--- src/css_pkg.sv ---
// Package of constants and types for the clock source switch.
`default_nettype none

package css_pkg;

  // ---------------------------------------------------------------
  // Register map
  // ---------------------------------------------------------------
  localparam logic [1:0] OSC_CTRL_ADDR = 2'h0;
  localparam logic [1:0] OSC_TUNE_ADDR = 2'h1;
  localparam logic [1:0] SEC_CTRL_ADDR = 2'h2;

  // Oscillator control register field positions.
  localparam int IDLE_BIT = 7;
  localparam int IFREQ_HI = 6;
  localparam int IFREQ_LO = 4;
  localparam int STARTUP_BIT = 3;
  localparam int ONE_BIT = 2;
  localparam int CSEL_HI = 1;
  localparam int CSEL_LO = 0;
  // Tuning register and secondary timer control field positions.
  localparam int LFS_BIT = 7;
  localparam int SEC_ACTIVE_BIT = 6;
  localparam int SEC_EN_BIT = 3;

  // ---------------------------------------------------------------
  // Encodings and reset values
  // ---------------------------------------------------------------
  localparam logic [1:0] CSEL_PRIMARY = 2'h0;
  localparam logic [1:0] CSEL_SECONDARY = 2'h1;
  localparam logic [1:0] CSEL_RESERVED = 2'h2;
  localparam logic [1:0] CSEL_INTERNAL = 2'h3;
  localparam logic [2:0] IFREQ_8MHZ = 3'h7;
  localparam logic [2:0] IFREQ_4MHZ = 3'h6;
  localparam logic [2:0] IFREQ_31KHZ = 3'h0;
  localparam logic [2:0] IFREQ_RESET = IFREQ_4MHZ;
  localparam logic [1:0] CSEL_RESET = CSEL_PRIMARY;
  localparam logic [2:0] PMODE_INT_A = 3'h0;
  localparam logic [2:0] PMODE_INT_B = 3'h1;
  localparam int LF_DIV_BIT = 7;
  localparam logic [6:0] LOW_SPEED_SYS_MHZ = 7'h18;
  localparam logic [5:0] USB_LOW_MHZ = 6'h06;
  localparam logic [5:0] USB_FULL_MHZ = 6'h30;

  // ---------------------------------------------------------------
  // Switch pause lengths in source clock cycles
  // ---------------------------------------------------------------
  localparam logic [1:0] OLD_CYCLES = 2'h2;
  localparam logic [1:0] NEW_CYCLES = 2'h3;

  typedef enum logic [1:0] {SRC_PRI, SRC_SEC, SRC_INT} css_src_t;

  typedef struct packed {
    logic [1:0] addr;
    logic [7:0] wdata;
    logic wr;
    logic rd;
  } css_bus_req_t;

endpackage : css_pkg

`default_nettype wire

--- src/css_switch.sv ---
// Clock source selection, postscaler and glitch-free switch logic.
`default_nettype none

// Functional notes
// - Two-bit select picks one of three sources.
// - Writing select starts the source change.
// - Any reset clears select to primary.
// - Three-bit field picks internal postscaler frequency.
// - Frequency field changes internal output immediately.
// - Reset sets postscaler to 4 MHz.
// - Code 000 uses fast/256 or slow oscillator.
// - Watchdog clock always uses slow oscillator.
// - Startup flag set when primary runs after timeout.
// - Secondary active flag while secondary drives clock.
// - At most one source flag set.
// - Sleep instruction checks idle-on-sleep bit.
// - Secondary select ignored while secondary disabled.
// - Pause two old plus three new cycles.
// - Low-speed USB needs 24 MHz system, 6 MHz.
// - Primary mode fixed by configuration field.
// - Decode 11 internal, 01 secondary, 00 primary.
// - Decode frequency codes 111 down to 000.
// - Idle bit one gives Idle, zero Sleep.
module css_switch (
  input wire logic clk,
  input wire logic rstn,
  input wire logic ce,
  input wire css_pkg::css_bus_req_t bus_req,
  output logic [7:0] rdata,
  input wire logic primary_clk_in,
  input wire logic secondary_clk_in,
  input wire logic fast_internal_osc,
  input wire logic slow_internal_osc,
  input wire logic [2:0] primary_mode_config,
  input wire logic oscillator_startup_timer_done,
  input wire logic sleep_exec,
  input wire logic usb_low_speed,
  input wire logic [6:0] sys_clk_mhz,
  output logic dev_clk,
  output logic wdt_clk,
  output logic switch_busy,
  output logic enter_idle,
  output logic enter_sleep,
  output logic usb_cfg_ok,
  output logic [5:0] usb_clk_mhz
);
  import css_pkg::*;

  // ---------------------------------------------------------------
  // Software-visible state
  // ---------------------------------------------------------------
  logic [1:0] clock_source_select_r;
  logic [2:0] internal_freq_select_r;
  logic idle_on_sleep_r;
  logic low_freq_source_select_r;
  logic secondary_osc_enable_r;
  logic startup_expired_flag_r;
  logic secondary_clock_active_r;
  logic [7:0] rdata_r;

  // ---------------------------------------------------------------
  // Source sampling and postscaler
  // ---------------------------------------------------------------
  logic [2:0] src_lvl;
  logic [2:0] src_prev_r;
  logic [2:0] src_rise;
  logic [2:0] src_fall;
  logic fast_prev_r;
  logic slow_lvl_r;
  logic [7:0] post_cnt_r;
  logic post_lvl;
  logic pri_lvl;

  // ---------------------------------------------------------------
  // Switch state
  // ---------------------------------------------------------------
  typedef enum logic [1:0] {ST_RUN, ST_OLD, ST_NEW} css_state_t;
  css_state_t state_r;
  css_src_t active_src_r;
  css_src_t target_src_r;
  css_src_t wanted_src;
  logic [1:0] edge_cnt_r;
  logic old_low_r;
  logic dev_clk_r;
  logic wdt_clk_r;
  logic switch_busy_r;
  logic enter_idle_r;
  logic enter_sleep_r;
  logic usb_cfg_ok_r;
  logic [5:0] usb_clk_mhz_r;

  // ---------------------------------------------------------------
  // Register writes
  // ---------------------------------------------------------------
  always_ff @(posedge clk or negedge rstn)
  begin
    if (!rstn)
    begin
      clock_source_select_r <= CSEL_RESET;
      internal_freq_select_r <= IFREQ_RESET;
      idle_on_sleep_r <= 1'b0;
    end
    else if (ce && bus_req.wr && bus_req.addr == OSC_CTRL_ADDR)
    begin
      idle_on_sleep_r <= bus_req.wdata[IDLE_BIT];
      internal_freq_select_r <= bus_req.wdata[IFREQ_HI:IFREQ_LO];
      // A secondary request without the oscillator enabled keeps the old choice.
      if (bus_req.wdata[CSEL_HI:CSEL_LO] != CSEL_SECONDARY || secondary_osc_enable_r)
      begin
        clock_source_select_r <= bus_req.wdata[CSEL_HI:CSEL_LO];
      end
    end
  end

  always_ff @(posedge clk or negedge rstn)
  begin
    if (!rstn)
    begin
      low_freq_source_select_r <= 1'b0;
    end
    else if (ce && bus_req.wr && bus_req.addr == OSC_TUNE_ADDR)
    begin
      low_freq_source_select_r <= bus_req.wdata[LFS_BIT];
    end
  end

  always_ff @(posedge clk or negedge rstn)
  begin
    if (!rstn)
    begin
      secondary_osc_enable_r <= 1'b0;
    end
    else if (ce && bus_req.wr && bus_req.addr == SEC_CTRL_ADDR)
    begin
      secondary_osc_enable_r <= bus_req.wdata[SEC_EN_BIT];
    end
  end

  // ---------------------------------------------------------------
  // Register reads
  // ---------------------------------------------------------------
  always_ff @(posedge clk or negedge rstn)
  begin
    if (!rstn)
    begin
      rdata_r <= 8'h00;
    end
    else if (ce)
    begin
      rdata_r <= 8'h00;
      if (bus_req.rd)
      begin
        case (bus_req.addr)
          OSC_CTRL_ADDR:
          begin
            rdata_r[IDLE_BIT] <= idle_on_sleep_r;
            rdata_r[IFREQ_HI:IFREQ_LO] <= internal_freq_select_r;
            rdata_r[STARTUP_BIT] <= startup_expired_flag_r;
            rdata_r[ONE_BIT] <= 1'b1;
            rdata_r[CSEL_HI:CSEL_LO] <= clock_source_select_r;
          end
          OSC_TUNE_ADDR:
          begin
            rdata_r[LFS_BIT] <= low_freq_source_select_r;
          end
          SEC_CTRL_ADDR:
          begin
            rdata_r[SEC_ACTIVE_BIT] <= secondary_clock_active_r;
            rdata_r[SEC_EN_BIT] <= secondary_osc_enable_r;
          end
          default:
          begin
            rdata_r <= 8'h00;
          end
        endcase
      end
    end
  end

  // ---------------------------------------------------------------
  // Postscaled internal clock
  // ---------------------------------------------------------------
  always_ff @(posedge clk or negedge rstn)
  begin
    if (!rstn)
    begin
      fast_prev_r <= 1'b0;
      slow_lvl_r <= 1'b0;
      post_cnt_r <= 8'h00;
    end
    else if (ce)
    begin
      fast_prev_r <= fast_internal_osc;
      slow_lvl_r <= slow_internal_osc;
      if (fast_internal_osc && !fast_prev_r)
      begin
        post_cnt_r <= post_cnt_r + 8'h01;
      end
    end
  end

  // The mux is combinational so a new frequency code takes effect at once.
  always_comb
  begin
    post_lvl = 1'b0;
    if (internal_freq_select_r == IFREQ_8MHZ)
    begin
      post_lvl = fast_prev_r;
    end
    else if (internal_freq_select_r == IFREQ_31KHZ)
    begin
      post_lvl = low_freq_source_select_r ? post_cnt_r[LF_DIV_BIT] : slow_lvl_r;
    end
    else
    begin
      post_lvl = post_cnt_r[3'h6 - internal_freq_select_r];
    end
  end

  // Codes 000 and 001 of the configuration make the internal block the primary.
  assign pri_lvl = (primary_mode_config == PMODE_INT_A || primary_mode_config == PMODE_INT_B) ?
                   post_lvl : primary_clk_in;
  assign src_lvl = {post_lvl, secondary_clk_in, pri_lvl};

  for (genvar i = 0; i < 3; i++)
  begin : g_src
    always_ff @(posedge clk or negedge rstn)
    begin
      if (!rstn)
      begin
        src_prev_r[i] <= 1'b0;
      end
      else if (ce)
      begin
        src_prev_r[i] <= src_lvl[i];
      end
    end
    assign src_rise[i] = src_lvl[i] && !src_prev_r[i];
    assign src_fall[i] = !src_lvl[i] && src_prev_r[i];
  end

  // ---------------------------------------------------------------
  // Source decode
  // ---------------------------------------------------------------
  always_comb
  begin
    wanted_src = SRC_PRI;
    case (clock_source_select_r)
      CSEL_PRIMARY: wanted_src = SRC_PRI;
      CSEL_SECONDARY: wanted_src = SRC_SEC;
      CSEL_INTERNAL: wanted_src = SRC_INT;
      CSEL_RESERVED: wanted_src = SRC_PRI;
      default: wanted_src = SRC_PRI;
    endcase
  end

  // ---------------------------------------------------------------
  // Glitch-free switch sequencer
  // ---------------------------------------------------------------
  // The old source is allowed to finish its high phase before the output
  // is parked low; the new source is then watched for three rising edges
  // so its first pulse reaching the device is a whole one.
  always_ff @(posedge clk or negedge rstn)
  begin
    if (!rstn)
    begin
      state_r <= ST_RUN;
      active_src_r <= SRC_PRI;
      target_src_r <= SRC_PRI;
      edge_cnt_r <= 2'h0;
      old_low_r <= 1'b0;
    end
    else if (ce)
    begin
      case (state_r)
        ST_RUN:
        begin
          if (wanted_src != active_src_r)
          begin
            state_r <= ST_OLD;
            target_src_r <= wanted_src;
            edge_cnt_r <= 2'h0;
            old_low_r <= 1'b0;
          end
        end
        ST_OLD:
        begin
          if (src_fall[active_src_r])
          begin
            old_low_r <= 1'b1;
            if (edge_cnt_r == OLD_CYCLES - 2'h1)
            begin
              state_r <= ST_NEW;
              edge_cnt_r <= 2'h0;
            end
            else
            begin
              edge_cnt_r <= edge_cnt_r + 2'h1;
            end
          end
        end
        ST_NEW:
        begin
          if (src_rise[target_src_r])
          begin
            if (edge_cnt_r == NEW_CYCLES - 2'h1)
            begin
              state_r <= ST_RUN;
              active_src_r <= target_src_r;
              edge_cnt_r <= 2'h0;
            end
            else
            begin
              edge_cnt_r <= edge_cnt_r + 2'h1;
            end
          end
        end
        default:
        begin
          state_r <= ST_RUN;
        end
      endcase
    end
  end

  always_ff @(posedge clk or negedge rstn)
  begin
    if (!rstn)
    begin
      dev_clk_r <= 1'b0;
      switch_busy_r <= 1'b0;
    end
    else if (ce)
    begin
      switch_busy_r <= (state_r != ST_RUN);
      case (state_r)
        ST_RUN: dev_clk_r <= src_lvl[active_src_r];
        ST_OLD: dev_clk_r <= (old_low_r || src_fall[active_src_r]) ? 1'b0 :
                             src_lvl[active_src_r];
        ST_NEW: dev_clk_r <= (src_rise[target_src_r] && edge_cnt_r == NEW_CYCLES - 2'h1) ?
                             1'b1 : 1'b0;
        default: dev_clk_r <= 1'b0;
      endcase
    end
  end

  // ---------------------------------------------------------------
  // Status flags
  // ---------------------------------------------------------------
  // Both flags come from the settled source, so they can never be set together.
  always_ff @(posedge clk or negedge rstn)
  begin
    if (!rstn)
    begin
      startup_expired_flag_r <= 1'b0;
      secondary_clock_active_r <= 1'b0;
    end
    else if (ce && state_r == ST_RUN)
    begin
      startup_expired_flag_r <= oscillator_startup_timer_done &&
                                active_src_r == SRC_PRI;
      secondary_clock_active_r <= (active_src_r == SRC_SEC);
    end
  end

  // ---------------------------------------------------------------
  // Watchdog clock, sleep decision and USB clock check
  // ---------------------------------------------------------------
  always_ff @(posedge clk or negedge rstn)
  begin
    if (!rstn)
    begin
      wdt_clk_r <= 1'b0;
      enter_idle_r <= 1'b0;
      enter_sleep_r <= 1'b0;
    end
    else if (ce)
    begin
      wdt_clk_r <= slow_lvl_r;
      enter_idle_r <= sleep_exec && idle_on_sleep_r;
      enter_sleep_r <= sleep_exec && !idle_on_sleep_r;
    end
  end

  // Only the clock ratio is checked here; the divider tables live elsewhere.
  always_ff @(posedge clk or negedge rstn)
  begin
    if (!rstn)
    begin
      usb_cfg_ok_r <= 1'b0;
      usb_clk_mhz_r <= USB_FULL_MHZ;
    end
    else if (ce)
    begin
      usb_cfg_ok_r <= !usb_low_speed || sys_clk_mhz == LOW_SPEED_SYS_MHZ;
      usb_clk_mhz_r <= usb_low_speed ? USB_LOW_MHZ : USB_FULL_MHZ;
    end
  end

  assign rdata = rdata_r;
  assign dev_clk = dev_clk_r;
  assign wdt_clk = wdt_clk_r;
  assign switch_busy = switch_busy_r;
  assign enter_idle = enter_idle_r;
  assign enter_sleep = enter_sleep_r;
  assign usb_cfg_ok = usb_cfg_ok_r;
  assign usb_clk_mhz = usb_clk_mhz_r;

endmodule : css_switch

`default_nettype wire

--- config.mk ---
export PLATFORM = sky130hd
export DESIGN_NAME = css_switch
export DESIGN_NICKNAME = d
export VERILOG_FILES = /design/src/css_pkg.sv /design/src/css_switch.sv
export SDC_FILE = /design/constraint.sdc
export NUM_CORES = 1
export LEC_CHECK = 0
export BUFFER_PORTS_ARGS = -buffer_cell sky130_fd_sc_hd__buf_2
export CAP_MARGIN = 20
export CORE_MARGIN = 3
export CORE_UTILIZATION = 34
export CTS_BUF_LIST = sky130_fd_sc_hd__clkbuf_2 sky130_fd_sc_hd__clkbuf_4 sky130_fd_sc_hd__clkbuf_8
export CTS_CLUSTER_DIAMETER = 60
export DETAILED_ROUTE_END_ITERATION = 10
export PLACE_DENSITY_LB_ADDON = 0.1
export SYNTH_ARGS = -nofsm -noshare
export SYNTH_HDL_FRONTEND = slang
export SYNTH_SLANG_ARGS = --single-unit
--- constraint.sdc ---
create_clock -name clk -period 4.76 [get_ports clk]
set_clock_uncertainty 0.05 [all_clocks]
set_input_delay 0.714 -clock clk [delete_from_list [all_inputs] [get_ports clk]]
set_output_delay 0.714 -clock clk [all_outputs]
set_load 0.01 [all_outputs]
=== Yosys cells after proc, flatten, opt, wreduce, memory -nomap -nowiden ===
Cells that the tools add are included.

* Input port bits: 32
* Bits in registers: 52
* Logic and storage cells: 136
* Output and inout bits: 20

* Add/subtract/negate cells: 3
* Multiplexer cells: 38
* Equal/unequal tests: 20
* Reduce and logical (&&, ||, !) cells: 46
* Magnitude comparators: 3

{| class="wikitable"
|+ Operator list
! operator !! number
|-
| $mux 2 || 11
|-
| $pmux 2 s3 || 3
|-
| $logic_and 1x1->1 || 16
|-
| $mux 1 || 12
|-
| $eq 2x1->1 const B || 5
|-
| $eq 2x2->1 const B || 5
|-
| $ne 2x2->1 const B || 5
|-
| $logic_not 1->1 || 9
|-
| $add 8x1->8 const B || 1
|-
| $logic_not 2->1 || 4
|-
| $mux 8 || 1
|-
| $pmux 1 s2 || 4
|-
| $reduce_and 4->1 || 2
|-
| $eq 7x5->1 const B || 1
|-
| $bmux 1 s2 || 3
|-
| $logic_not 3->1 || 2
|-
| $lt 2x3->1 const B || 2
|-
| $mux 6 || 1
|-
| $reduce_and 6->1 || 1
|-
| $reduce_and 5->1 || 1
|-
| $logic_or 1x1->1 || 4
|-
| $lt 3x4->1 const B || 1
|-
| $reduce_and 2->1 || 2
|-
| $reduce_bool 2->1 || 2
|-
| 12 further kinds || 12
|}

=== Longest topological paths before layout ===
* Word-level depth: 13
* Gate-level depth with buffers: 9
* Mapped depth without buffers: 9

=== Worst setup path after synthesis ===
OpenSTA, ideal clock, no wires.

* Kind: reg-to-reg
* Start point: register internal_freq_select_r[1]
* End point: register edge_cnt_r[1]
* Arrival time: 2.758 ns
* Library setup time: 0.126 ns
* Required time: 4.584 ns
* Path buffers: 0
* Stages on the path, launching flop included: 10
* Setup slack: 1.826 ns
* Path through: dfstp_2 inv_1 ha_1 mux4_2 a22oi_2 o211ai_2 o21ai_2 nand2_2 a2111o_1 a221o_1

* Cells in the longest elaborated chain, start to end: 12
* Elaborated cells on any way between the ends: 21
* Classes of those cells: add/sub: 1; eq/ne: 3; mux: 9; reduce/logical: 8

{| class="wikitable"
|+ Ends and longest elaborated chain
! item !! line !! source
|-
| start, declared || css_switch.sv:53 || <nowiki>logic [2:0] internal_freq_select_r;</nowiki>
|-
| start signal, assigned || css_switch.sv:106 || <nowiki>internal_freq_select_r <= bus_req.wdata[IFREQ_HI:IFREQ_LO];</nowiki>
|-
| $sub 3x3->3 || css_switch.sv:216 || <nowiki>post_lvl = post_cnt_r[3'h6 - internal_freq_select_r];</nowiki>
|-
| $bmux 1 s3 || css_switch.sv:216 ||
|-
| $mux 1 (implied by the code) || css_switch.sv:216 ||
|-
| $mux 1 || css_switch.sv:210 || <nowiki>else if (internal_freq_select_r == IFREQ_31KHZ)</nowiki>
|-
| $mux 1 * || css_switch.sv:206 || <nowiki>if (internal_freq_select_r == IFREQ_8MHZ)</nowiki>
|-
| $mux 1 || css_switch.sv:221 || <nowiki>assign pri_lvl = (primary_mode_config == PMODE_INT_A || primary_mode_config == PMODE_INT_B) ?</nowiki>
|-
| $logic_not 1->1 || css_switch.sv:239 || <nowiki>assign src_fall[i] = !src_lvl[i] && src_prev_r[i];</nowiki>
|-
| $logic_and 1x1->1 || css_switch.sv:239 ||
|-
| $bmux 1 s2 || css_switch.sv:288 || <nowiki>if (src_fall[active_src_r])</nowiki>
|-
| $mux 1 (implied by the code) || css_switch.sv:288 ||
|-
| $ne 2x2->1 (no source line) || n/a ||
|-
| $reduce_and 5->1 (no source line) * || n/a ||
|-
| end signal, assigned || css_switch.sv:298 || <nowiki>edge_cnt_r <= edge_cnt_r + 2'h1;</nowiki>
|-
| end signal, assigned || css_switch.sv:314 || <nowiki>edge_cnt_r <= edge_cnt_r + 2'h1;</nowiki>
|-
| end, declared || css_switch.sv:82 || <nowiki>logic [1:0] edge_cnt_r;</nowiki>
|}

Mark *: on every way between the ends. The rest lies on a longest branch, timed or not. The select of a mux whose other input is x is not followed.
A chain may end at the register's enable or synchronous reset.

=== Final worst setup path ===
* Start point: register internal_freq_select_r[0]
* End point: register edge_cnt_r[1]

The elaborated chain is that of the path after synthesis.

==> flow_summary.json <==
{
  "status": "finished, final reports clean",
  "yosysWarningCount": 0,
  "area_growth_pct": 15.5,
  "path_delay_family": "compound AO/OA/AOI/OAI gates",
  "cts_tree": "yes",
  "comb_power_share_pct": 33.5,
  "wl_um": 5660,
  "htreeDepth": 2,
  "die-area_sq_um": 8770,
  "hold_viol": 0,
  "post_route_cells_drive_above_1_share_pct": 27.5,
  "synthCells": 258,
  "min_period_ps": 3210,
  "clk_path_buf_depth": 2,
  "grt_pass1_wl_um": 9940,
  "postCtsHoldBufs": 0,
  "cp.required_ps": 4910,
  "row_count": 31,
  "total_power_w": 0.00128,
  "cts.sinks": 48,
  "viasPerCell": 4.96,
  "start_util_pct": 35.4,
  "die_w_um": 93.6,
  "path_cells": "inv_1, ha_1, mux4_2, a22oi_2, o211ai_2, o21ai_2, nand2_2, a2111o_1, a221o_1",
  "final_cell_mix": "buf_2 (47), dfrtp_1 (45), nand2_1 (27)",
  "clkSlewWorstSetupHoldPaths_ps": 90,
  "syn-mean-instance-area_sq_um": 10.1,
  "leakagePower_nw": 1.40,
  "placed_area_sq_um": 2930,
  "swShare_pct": 35.7,
  "grt_start_max_net_pins": 49,
  "finalCritPeriodShare_pct": 67.5,
  "synth_edf_count": 0,
  "slew_headroom_pct": 52.0,
  "avgRoutedWirePerCell_um": 14.0,
  "synthesis.area_sq_um": 2610,
  "first_pass_iters": 5,
  "antenna_found_initial": 0,
  "crit_type": "flop to flop",
  "max_freq_mhz": 311,
  "p_int_w": 0.000824,
  "p_sw_w": 0.000458,
  "insertedDiodeCount": 0,
  "ant_nets": 0,
  "drcViolationCount": 0,
  "ys_async_sr_fraction_pct": 100,
  "nNetsFinal": 344,
  "die_h_um": 93.6,
  "cts_resized": 0,
  "peakVddDrop_mv": 0.152,
  "grt_pass1_vias": 2089,
  "cp.arrival_ps": 3360,
  "cp-start-kind": "flop",
  "clk_latency_ps": 300,
  "clkPwrFrac_pct": 19.8,
  "hp-class": "flop to flop",
  "cts_setup_buffers": 0,
  "setup-tns-final_ps": 0,
  "grt_util_all_layers_pct": 14.2,
  "grt.overflow.total": 0,
  "port_buffers": 47,
  "finalSetupViolCount": 0,
  "worstMarginPinSlew_ps": 720,
  "fillers": 785,
  "yosysSeqAreaShare_pct": 46.1,
  "fin_util_pct": 40.9,
  "seq_power_share_pct": 46.7,
  "core_sq_um": 7370,
  "cp_max_fo": 8,
  "vias": 2003,
  "ios": 52,
  "synthFlopType": "dfrtp_1",
  "gp_congestion": 0.748,
  "maxCapViolations": 0,
  "crit_buf_inv": 1,
  "powerDensity_nw_per_um2": 425,
  "rsz0062_at_grt": "no",
  "clock-root-buffer": "clkbuf_8",
  "numCtsBuffers": 5,
  "ys_ff_latch": 48,
  "final_common_cell": "buf_2",
  "initialDrtViolationCount": 94,
  "crit_path_top_delay_cell": "mux4_2",
  "yosysUniqueCellTypes": 54,
  "crit_path_end_kind": "flop",
  "dpl.hpwl_um": 4070,
  "drv_slew": 0,
  "final_cell_area_sq_um": 3020,
  "max_stage_delay_ps": 550
}
==> path summary, 6_finish.rpt <==
| check | from | to | slack [ps] | depth (start not counted) |
|---|---|---|---|---|
| max | internal_freq_select_r[0]$_DFFE_PN0P_ | edge_cnt_r[1]$_DFFE_PN0P_ | 1550 | 9 |
| min | usb_clk_mhz[4]$_DFFE_PN1P_ | usb_clk_mhz[4]$_DFFE_PN1P_ | 430 | 2 |
| max reg2reg | internal_freq_select_r[0]$_DFFE_PN0P_ | edge_cnt_r[1]$_DFFE_PN0P_ | 1550 | 9 |
| min reg2reg | usb_clk_mhz[4]$_DFFE_PN1P_ | usb_clk_mhz[4]$_DFFE_PN1P_ | 430 | 2 |
| max in group asynchronous | rstn | usb_clk_mhz[2]$_DFFE_PN0P_ | 3770 | 2 |
| min in group asynchronous | rstn | post_cnt_r[4]$_DFFE_PN0P_ | 460 | 2 |
==> power by group through the flow <==
stage / sequential (W) / clock (W) / combinational [W]
after global placement: 0.000606 / 0 / 0.000433
after global routing: 0.000619 / 0.000280 / 0.000490
after floorplan: 0.000587 / 0 / 0.000322
final: 0.000599 / 0.000253 / 0.000430
after detailed placement: 0.000607 / 0 / 0.000433
after CTS: 0.000601 / 0.000264 / 0.000436
==> cell usage after synthesis, types with 6 or more instances <==
cell,count,area [sq um]
a21oi_1,7,35.0
nor2_1,13,48.8
dfrtp_1,45,1130
o22ai_1,6,37.5
o21ai_0,17,85.1
nand2b_1,7,43.8
nor2b_1,7,43.8
mux2_2,14,158
inv_1,20,75.1
nand2_1,27,101
ha_1,8,100
==> kinds of logic (layout without fill, tap and decap cells) <==
kind of cell    count (synthesis)  in the layout  synth area share, %
mux                            22             22                 10.2
xor+xnor                        7              7                 2.35
compound gates                 54             54                 14.3
flops                          48             48                 46.1
other cells                     1              2                0.144
simple gates                   87             87                 17.8
buf+inv                        31             77                 5.27
fa+ha+maj                       8              8                 3.83
==> cell type report <==
type / count / area [sq um] / area share, %
clock inverters: 1 / 5.00 / 0.166
clock buffers: 7 / 83.8 / 2.78
inverters: 20 / 75.1 / 2.49
multi-input cells: 180 / 1270 / 42.2
well taps: 99 / 124 / 4.11
repair buffers: 49 / 250 / 8.30
flip-flops and latches: 48 / 1200 / 40.0
==> stage by stage <==
stage / setup slack (ps) / cells / hold slack [ps]
2_1_floorplan: 1830 / 259 / 368
3_3_place_gp: 1570 / 396 / 411
5_1_grt: 1350 / 404 / 464
3_5_place_dp: 1540 / 396 / 417
4_1_cts: 1520 / 404 / 430
6_report: 1550 / 404 / 427
==> per-layer routing <==
layer / share of wire (%) / GRT usage, % / wire [um]
met2: 45 / 22.6 / 2540
met4: 1.0 / 3.61 / 57
met5: 0 / 0 / 0
met1: 50 / 19.6 / 2810
met3: 4.4 / 2.98 / 252
==> worst register-to-register path, stage by stage, from the launching register on <==
cell and delay (ps):
dfrtp_1 510, inv_1 100, ha_1 390, mux4_2 550
a22oi_2 220, o211ai_2 150, o21ai_2 220, nand2_2 110
a2111o_1 470, a221o_1 350
==> flip-flops by register name, summed over array words and instances (netlist names), 2 cells and up <==
register and flops:
internal_freq_select_r 3, post_cnt_r 8, usb_clk_mhz 2, src_prev_r 3
active_src_r 2, target_src_r 2, edge_cnt_r 2, rdata 8
clock_source_select_r 2, state_r 2
(Power assumes the default switching activity.)
